## src/hdl/uao_pkg.sv

```systemverilog
/*
  Package for the assignable status output block: register offsets,
  field positions, reset values and serial framing constants.
  Assumes a single 10 MHz clock domain and a plain strobe register port.
*/
package uao_pkg;

  // ****************************************************************
  // register offsets (byte addresses, one word each)
  // ****************************************************************
  localparam logic [7:0] ADDR_ASSIGN  = 8'h00;
  localparam logic [7:0] ADDR_INVERT  = 8'h04;
  localparam logic [7:0] ADDR_OUTSEL  = 8'h08;
  localparam logic [7:0] ADDR_STATUS  = 8'h0C;
  localparam logic [7:0] ADDR_SERIAL  = 8'h10;
  localparam logic [7:0] ADDR_OPTSW   = 8'h14;
  localparam logic [7:0] ADDR_IRQ_ST  = 8'h18;
  localparam logic [7:0] ADDR_IRQ_MSK = 8'h1C;

  // ****************************************************************
  // condition bit positions in the drive status word
  // ****************************************************************
  localparam int COND_PICKUP_STALL = 0;  // weight 1
  localparam int COND_LOWER_LIMIT  = 4;  // weight 16
  localparam int COND_UPPER_LIMIT  = 5;  // weight 32
  localparam int NUM_COND          = 8;

  // ****************************************************************
  // reset values
  // ****************************************************************
  localparam logic [7:0] RST_ASSIGN = 8'h00;
  localparam logic [7:0] RST_INVERT = 8'h00;
  localparam logic       RST_OUTSEL = 1'b0;   // normally open
  localparam logic [7:0] RST_OPTSW  = 8'h00;
  localparam logic [7:0] RST_IRQ_MSK = 8'h00;

  // serial control field positions
  localparam int SER_BAUD_LSB  = 0;   // 16-bit baud value
  localparam int SER_DBITS_LSB = 16;  // 4-bit data bit count
  localparam int SER_SBITS_LSB = 20;  // 2-bit stop bit count
  localparam int SER_MODE_BIT  = 24;  // read only: 1 = rs422/485

  // shipment framing
  localparam logic [15:0] RST_BAUD  = 16'h012C;  // 300 baud
  localparam logic [3:0]  RST_DBITS = 4'h8;
  localparam logic [1:0]  RST_SBITS = 2'h1;

  // interrupt status bit positions
  localparam int IRQ_OUT_RISE = 0;
  localparam int IRQ_OUT_FALL = 1;
  localparam int IRQ_COND_LSB = 2;   // bits 9:2 follow condition rises

  localparam logic [31:0] UNMAPPED_READ = 32'h0000_0000;

endpackage

```

## src/hdl/pin_sync.sv

```systemverilog
/*
  Three-stage synchroniser for a bus of pin inputs with agreement filter.
  Assumes inputs are asynchronous to sys_clk; output holds until
  stages two and three agree.
*/
`timescale 1ns/1ns
`default_nettype none
module pin_sync #(
  parameter int WIDTH = 8
) (
  input  wire logic             sys_clk,
  input  wire logic             reset,
  input  wire logic [WIDTH-1:0] pin_in,
  output logic      [WIDTH-1:0] pin_out
);

  typedef struct packed {
    logic [WIDTH-1:0] s1_r;
    logic [WIDTH-1:0] s2_r;
    logic [WIDTH-1:0] s3_r;
    logic [WIDTH-1:0] out_r;
  } sync_t;

  sync_t st_r;
  sync_t st_nxt;

  // ****************************************************************
  // shift chain; stage one feeds only stage two
  // ****************************************************************
  always_comb begin
    st_nxt      = st_r;
    st_nxt.s1_r = pin_in;
    st_nxt.s2_r = st_r.s1_r;
    st_nxt.s3_r = st_r.s2_r;
    // per bit: accept only when the two settled stages agree
    for (int i = 0; i < WIDTH; i++) begin
      if (st_r.s2_r[i] == st_r.s3_r[i]) begin
        st_nxt.out_r[i] = st_r.s3_r[i];
      end
    end
  end

  always_ff @(posedge sys_clk or posedge reset) begin
    if (reset) begin
      st_r <= '0;
    end else begin
      st_r <= st_nxt;
    end
  end

  assign pin_out = st_r.out_r;

endmodule
`default_nettype wire

```

## src/hdl/status_output.sv

```systemverilog
/*
  Assignable status output: eight drive conditions selected, inverted
  and combined onto the single open-collector output pin, plus option
  switch storage, serial framing settings and an interrupt block.
  Assumes condition inputs arrive from pins and are synchronised here,
  and that software uses the one-cycle strobe register port.
*/
// The implementer's own choices: the register offsets and the strobed register port.
// Operation
// - the frequency output pin can be switched over to status output use
// - any mix of eight conditions drives the output via assignment mask
// - selectable conditions are the drive status word bits
// - per-condition inverter mask swaps a condition for its complement
// - an output selection picks normally open or normally closed
// - assignment weight 1 selects pickup stalled
// - weight 32 upper limit, 16 lower limit; both give either alarm
// - selection 0 is normally open; inverter 0 inverts nothing
// - an option-switch setting holds up to eight switches in one value
// - switch n carries weight two to the power n minus one
// - stored value is the sum of on-switch weights; write sets them
// - reading returns the same weighted sum
// - serial port defaults to 300 baud, 8 data bits, 1 stop bit
// - a board strap selects rs232 or rs422/485 operation
`timescale 1ns/1ns
`default_nettype none
module status_output
  import uao_pkg::*;
#(
  parameter int NCOND = NUM_COND
) (
  input  wire logic             sys_clk,
  input  wire logic             reset,
  input  wire logic [7:0]       reg_addr,
  input  wire logic [31:0]      reg_wdata,
  input  wire logic             reg_wr,
  input  wire logic             reg_rd,
  output logic      [31:0]      reg_rdata,
  input  wire logic [NCOND-1:0] drive_status,
  input  wire logic             rs485_strap,
  input  wire logic [15:0]      freq_gen_in,
  output logic                  out_pin_o,
  output logic                  out_pin_oe_n,
  output logic                  irq
);

  // ****************************************************************
  // state
  // ****************************************************************
  typedef struct packed {
    logic [7:0]       assign_r;
    logic [7:0]       invert_r;
    logic             outsel_r;
    logic             status_mode_r;
    logic [7:0]       optsw_r;
    logic [15:0]      baud_r;
    logic [3:0]       dbits_r;
    logic [1:0]       sbits_r;
    logic             rs485_r;
    logic [NCOND-1:0] cond_prev_r;
    logic             out_prev_r;
    logic [9:0]       irq_st_r;
    logic [9:0]       irq_msk_r;
    logic             drive_r;
    logic [31:0]      rdata_r;
  } state_t;

  state_t st_r;
  state_t st_nxt;

  logic [NCOND-1:0] cond_sync;
  logic             strap_sync;
  logic             combined;
  logic             level;
  logic [9:0]       events;

  // ****************************************************************
  // pin synchronisers for conditions and the board strap
  // ****************************************************************
  pin_sync #(
    .WIDTH (NCOND)
  ) u_cond_sync (
    .sys_clk (sys_clk),
    .reset   (reset),
    .pin_in  (drive_status),
    .pin_out (cond_sync)
  );

  pin_sync #(
    .WIDTH (1)
  ) u_strap_sync (
    .sys_clk (sys_clk),
    .reset   (reset),
    .pin_in  (rs485_strap),
    .pin_out (strap_sync)
  );

  // ****************************************************************
  // functions
  // ****************************************************************
  // selected, per-bit inverted conditions ORed together
  function automatic logic combine(input logic [7:0] c,
                                   input logic [7:0] sel,
                                   input logic [7:0] inv);
    combine = |(sel & (c ^ inv));
  endfunction

  // zero extend a byte setting to a bus word
  function automatic logic [31:0] word8(input logic [7:0] v);
    word8 = {24'h000000, v};
  endfunction

  // ****************************************************************
  // output path; level combinational from synced inputs and settings, pin drive registered in drive_r
  // ****************************************************************
  // conditions are the drive status bits, weight 1 = pickup stalled
  assign combined = combine(cond_sync, st_r.assign_r, st_r.invert_r);
  // selection 0 passes, 1 complements
  assign level    = st_r.outsel_r ? ~combined : combined;

  // events: output edges and condition rises
  assign events = {cond_sync & ~st_r.cond_prev_r,
                   ~level & st_r.out_prev_r,
                   level & ~st_r.out_prev_r};

  // ****************************************************************
  // next state
  // ****************************************************************
  always_comb begin
    st_nxt             = st_r;
    st_nxt.cond_prev_r = cond_sync;
    st_nxt.out_prev_r  = level;
    st_nxt.rdata_r     = 32'h0000_0000;

    // strap is a static level; a one-shot catch right after reset would
    // only see the still-empty synchroniser, so follow it instead
    st_nxt.rs485_r = strap_sync;

    // sticky interrupt flags; a set in the clear cycle wins
    if (reg_wr && reg_addr == ADDR_IRQ_ST) begin
      st_nxt.irq_st_r = st_r.irq_st_r & ~reg_wdata[9:0];
    end
    st_nxt.irq_st_r = st_nxt.irq_st_r | events;

    if (reg_wr) begin
      unique case (reg_addr)
        ADDR_ASSIGN:  st_nxt.assign_r = reg_wdata[7:0];
        ADDR_INVERT:  st_nxt.invert_r = reg_wdata[7:0];
        ADDR_OUTSEL: begin
          st_nxt.outsel_r      = reg_wdata[0];
          st_nxt.status_mode_r = reg_wdata[1];
        end
        // the switch bank is stored as its weighted sum
        ADDR_OPTSW:   st_nxt.optsw_r  = reg_wdata[7:0];
        ADDR_SERIAL: begin
          st_nxt.baud_r  = reg_wdata[SER_BAUD_LSB +: 16];
          st_nxt.dbits_r = reg_wdata[SER_DBITS_LSB +: 4];
          st_nxt.sbits_r = reg_wdata[SER_SBITS_LSB +: 2];
        end
        ADDR_IRQ_MSK: st_nxt.irq_msk_r = reg_wdata[9:0];
        default: ;
      endcase
    end

    if (reg_rd) begin
      unique case (reg_addr)
        ADDR_ASSIGN:  st_nxt.rdata_r = word8(st_r.assign_r);
        ADDR_INVERT:  st_nxt.rdata_r = word8(st_r.invert_r);
        ADDR_OUTSEL:  st_nxt.rdata_r = {29'h0, level,
                                        st_r.status_mode_r, st_r.outsel_r};
        ADDR_STATUS:  st_nxt.rdata_r = word8(cond_sync);
        ADDR_OPTSW:   st_nxt.rdata_r = word8(st_r.optsw_r);
        ADDR_SERIAL:  st_nxt.rdata_r = {7'h00, st_r.rs485_r, 2'h0,
                                        st_r.sbits_r, st_r.dbits_r,
                                        st_r.baud_r};
        ADDR_IRQ_ST:  st_nxt.rdata_r = {22'h0, st_r.irq_st_r};
        ADDR_IRQ_MSK: st_nxt.rdata_r = {22'h0, st_r.irq_msk_r};
        default:      st_nxt.rdata_r = UNMAPPED_READ;
      endcase
    end

    // open collector sinks when active; frequency gen otherwise
    st_nxt.drive_r = st_r.status_mode_r ? level : freq_gen_in[0];
  end

  // ****************************************************************
  // registers; serial defaults match shipment framing
  // ****************************************************************
  always_ff @(posedge sys_clk or posedge reset) begin
    if (reset) begin
      st_r           <= '0;
      st_r.assign_r  <= RST_ASSIGN;
      st_r.invert_r  <= RST_INVERT;
      st_r.outsel_r  <= RST_OUTSEL;
      st_r.optsw_r   <= RST_OPTSW;
      st_r.baud_r    <= RST_BAUD;
      st_r.dbits_r   <= RST_DBITS;
      st_r.sbits_r   <= RST_SBITS;
      st_r.irq_msk_r <= RST_IRQ_MSK;
    end else begin
      st_r <= st_nxt;
    end
  end

  // ****************************************************************
  // outputs
  // ****************************************************************
  assign reg_rdata    = st_r.rdata_r;
  assign out_pin_o    = 1'b0;              // open collector only sinks
  assign out_pin_oe_n = ~st_r.drive_r;     // low while sinking
  assign irq          = |(st_r.irq_st_r & st_r.irq_msk_r);

  // ****************************************************************
  // checks
  // ****************************************************************
  a_out_follows: assert property (@(posedge sys_clk) disable iff (reset)
    st_r.status_mode_r && $stable(st_r.status_mode_r) |=>
      (st_r.drive_r == $past(level)))
    else $error("output drive does not follow combined level");

  a_nc_inverts: assert property (@(posedge sys_clk) disable iff (reset)
    st_r.outsel_r && st_r.assign_r == 8'h01 && st_r.invert_r == 8'h00
      |-> level == !cond_sync[COND_PICKUP_STALL])
    else $error("normally closed selection not complemented");

  a_no_assign_idle: assert property (@(posedge sys_clk) disable iff (reset)
    st_r.assign_r == 8'h00 && !st_r.outsel_r |-> !level)
    else $error("empty mask must leave output inactive");

  a_stall_sel: assert property (@(posedge sys_clk) disable iff (reset)
    st_r.assign_r == 8'h01 && st_r.invert_r == 8'h00 && !st_r.outsel_r
      |-> level == cond_sync[COND_PICKUP_STALL])
    else $error("weight one does not pick pickup stall");

  a_limit_pair: assert property (@(posedge sys_clk) disable iff (reset)
    st_r.assign_r == 8'h30 && st_r.invert_r == 8'h00 && !st_r.outsel_r
      |-> level == (cond_sync[COND_UPPER_LIMIT] |
                    cond_sync[COND_LOWER_LIMIT]))
    else $error("limit pair not ORed");

  a_optsw_back: assert property (@(posedge sys_clk) disable iff (reset)
    reg_wr && reg_addr == ADDR_OPTSW ##1 reg_rd && reg_addr == ADDR_OPTSW
      |=> reg_rdata == word8($past(reg_wdata[7:0], 2)))
    else $error("option switch value not read back");

  a_irq_sticky: assert property (@(posedge sys_clk) disable iff (reset)
    $rose(level) && st_r.out_prev_r == 1'b0 |=> st_r.irq_st_r[IRQ_OUT_RISE])
    else $error("output rise not recorded");

  a_serial_dflt: assert property (@(posedge sys_clk) disable iff (reset)
    $fell(reset) |-> st_r.baud_r == RST_BAUD && st_r.dbits_r == RST_DBITS)
    else $error("serial defaults wrong after reset");

endmodule
`default_nettype wire

```

## config.mk

```make
export PLATFORM = sky130hd
export DESIGN_NAME = status_output
export DESIGN_NICKNAME = d
export VERILOG_FILES = /design/src/hdl/uao_pkg.sv /design/src/hdl/pin_sync.sv /design/src/hdl/status_output.sv
export SDC_FILE = /design/constraint.sdc
export NUM_CORES = 1
export LEC_CHECK = 0
export BUFFER_PORTS_ARGS = -buffer_cell sky130_fd_sc_hd__buf_2
export CAP_MARGIN = 20
export CORE_UTILIZATION = 40
export CTS_BUF_LIST = sky130_fd_sc_hd__clkbuf_4 sky130_fd_sc_hd__clkbuf_8 sky130_fd_sc_hd__clkbuf_16
export DETAILED_ROUTE_END_ITERATION = 10
export PLACE_DENSITY = 0.72
export SLEW_MARGIN = 15
export SYNTH_ARGS = -nofsm -noshare
export SYNTH_HDL_FRONTEND = slang
export SYNTH_HIERARCHICAL = 1
export SYNTH_SLANG_ARGS = --single-unit
export TNS_END_PERCENT = 20
```

## constraint.sdc

```tcl
create_clock -name sys_clk -period 4.1 [get_ports sys_clk]
set_input_delay 0.82 -clock sys_clk [delete_from_list [all_inputs] [get_ports sys_clk]]
set_output_delay 0.82 -clock sys_clk [all_outputs]
set_load 0.02 [all_outputs]
```

==> results_dict.tcl <==
set metrics [dict create \
    status "complete, no violations" \
    synth_cells 408 \
    required_ns 3.28 \
    reg2reg_depth 6 \
    place_congestion 0.828 \
    p_per_area_mw_per_mm2 501 \
    drtAntennaViolNets 0 \
    startpoint_type "register" \
    grtUsageTotal_pct 16.2 \
    vias_per_cell 4.98 \
    cap_violations 0 \
    htreeDepth 4 \
    holdBufCountCts 0 \
    pin_count 104 \
    initial_core_util_pct 41.1 \
    rows 43 \
    grt_overflow 0 \
    critPathMaxFanout 3 \
    first_pass_iters 5 \
    fin_crit_sh_pct 65.3 \
    hold_viol_final 0 \
    final_cell_mix "dfrtp_1, buf_2, mux2_2" \
    core-area_sq_mm 0.0139 \
    worst_slew_pin_slew_ns 0.805 \
    first_iter_violations 197 \
    area_delta_synth_final_pct 15.8 \
    synth-seq-cells 138 \
    syn_avg_cell_area_sq_um 14.1 \
    synthTopCellsByArea "dfrtp_1, mux2_2, buf_4" \
    cp-end-kind "primary output" \
    fin_crit_ns 2.68 \
    yosysSeqAreaShare_pct 60.4 \
    grt_busiest_layer "met2" \
    rrSetupSlack_ns 2.20 \
    yosysTopAreaCell "dfrtp_1" \
    finalNetCount 523 \
    nFillCells 1214 \
    slew_violations 0 \
    cts-root-buf "clkbuf_16" \
    cts_tree "yes" \
    setup_violations 0 \
    die-height_um 122 \
    synth_cell_type_count 41 \
    grt_pass1_vias 3381 \
    hold_path_class "in2async" \
    rsz0062_at_grt "no" \
    cts_setup_buffers 0 \
    grt.met2_usage_pct 26.4 \
    synth-async-reset-ratio_pct 100 \
    met3_usage_pct 4.78 \
    skew_ns 0.00779 \
    drc_errors 0 \
    port_buffers 68 \
    syn_area_sq_mm 0.00573 \
    ir_drop_mv 0.290 \
    reg2reg_to "st_r[32]$_DFF_PP0_" \
    postCtsResizedCells 0 \
    grt_pass1_wl_mm 17.6 \
    dieArea_sq_mm 0.0148 \
    grt_max_degree 42 \
    dpl.hpwl_mm 7.37 \
    synth-edff-count 0 \
    cts_sinks 138 \
    slew_headroom_pct 46.3 \
    critical-path-slowest-cell "dfrtp_1" \
    cp_cell_sequence "a22o_1 -> a221oi_1 -> nand4_1 -> buf_2" \
    synthFlopType "dfrtp_1" \
    max_stage_delay_ns 0.40 \
    drive_above_1_share_pct 43.3 \
    power_leakage_nw 3.23 \
    yosys_warnings 6 \
    synth_top_area_share_pct 57.6 \
    n_antenna_cell 0 \
    max_freq_mhz 374 \
    fp.dieW_um 122 \
    vias 3222 \
    final_common_cell "dfrtp_1" \
    wl_per_cell_um 16.6 \
    finalSetupTns_ns 0 \
    fin_hold_ws_ns 0.312 \
    met1_usage_pct 20.0 \
    clock_path_buffers 2 \
    cts.clk_slew.worst_paths_ns 0.06 \
    clock_latency_ns 0.42 \
    worstPathArrival_ns 1.86 \
    reg2reg_from "u_cond_sync/pin_out[5]$_DFFE_PP0N_" \
    path_class "reg2out" \
    numCtsBuffers 17 \
    antenna_found_initial 0 \
    wirelength_mm 10.8 \
]
==> flip-flops by register name, indices dropped and copies added, names as in the netlist <==
register / cells
u_strap_sync/st_r: 1
u_cond_sync/st_r: 8
u_cond_sync/pin_out: 8
u_strap_sync/pin_out: 1
u_cond_sync/st_nxt: 16
u_strap_sync/st_nxt: 2
reg_rdata: 23
st_r: 79
==> layout make-up <==
class / instances / area (sq um) / share of cell area, %
multi-input cells: 212 / 1880 / 28.4
repair buffers: 71 / 363 / 5.47
inverters: 14 / 55.1 / 0.829
clock buffers: 20 / 454 / 6.84
well taps: 180 / 225 / 3.39
flip-flops and latches: 138 / 3460 / 52.1
clock inverters: 12 / 198 / 2.98
==> cell usage after synthesis, drive strengths merged (2+ instances only) <==
cell,count
dfrtp,132
mux4,8
and2,14
maj3,9
nor4,3
a21oi,3
o21ai,2
nand2,15
a22oi,14
a31oi,2
clkbuf,3
inv,14
mux2i,4
and3,4
nand3,4
nand4,4
dfstp,6
xor2,8
o2bb2ai,2
buf,50
a22o,16
mux2,65
nor2,14
nor3,4
==> power breakdown <==
part	total (mW)	internal, mW	switching [mW]
sequential	1.47	1.43	0.0431
clock	1.66	1.11	0.554
combinational	0.197	0.0876	0.110
total	3.33	2.62	0.706
==> metrics by stage <==
stage	power, mW	std cells	worst slack, ns	utilization (%)	area [sq um]
finish	3.33	647	1.42	47.6	6640
global route	3.45	647	1.28	47.6	6640
CTS	3.36	647	1.37	47.6	6640
detailed placement	1.69	615	1.35	43.0	5990
global placement	1.69	615	1.38	43.0	5990
floorplan	1.64	417	0.614	-	5770
==> kinds of logic (layout without fill, tap and decap cells) <==
family | after synthesis | after routing | synth area share [%]
adder cells (fa/ha/maj) | 9 | 9 | 1.77
buffers and inverters | 67 | 117 | 7.40
multiplexers | 77 | 77 | 16.6
AO/OA/AOI/OAI | 41 | 41 | 5.54
other | 1 | 10 | 0.0654
XOR/XNOR | 9 | 9 | 1.38
flip-flops | 138 | 138 | 60.4
AND/OR/NAND/NOR | 66 | 66 | 6.87
==> worst max path at each step <==
stage / from / cells past startpoint / end
CTS: st_r[52]$_DFF_PP0_ / 4 / irq
global route: st_r[52]$_DFF_PP0_ / 4 / irq
finish: st_r[52]$_DFF_PP0_ / 4 / irq
global placement: reg_addr[1] / 6 / st_r[44]$_DFF_PP0_
floorplan: reset / 1 / reg_rdata[0]$_DFF_PP0_
detailed placement: reg_addr[3] / 4 / st_r[84]$_DFFE_PP0P_
==> critical path, delay by kind of cell (launching register included) <==
family | cells | cell delay (ns)
buffers and inverters | 1 | 0.21
AND/OR/NAND/NOR | 1 | 0.22
flip-flops | 1 | 0.40
AO/OA/AOI/OAI | 2 | 0.62
==> per-layer routing <==
metal | up-vias | part of all wire (%)
li1 | 1486 | -
met1 | 1617 | 43
met2 | 103 | 49
met3 | 16 | 6.3
met4 | 0 | 1.6
met5 | - | 0
No activity file was read; power rests on OpenSTA's default activity.
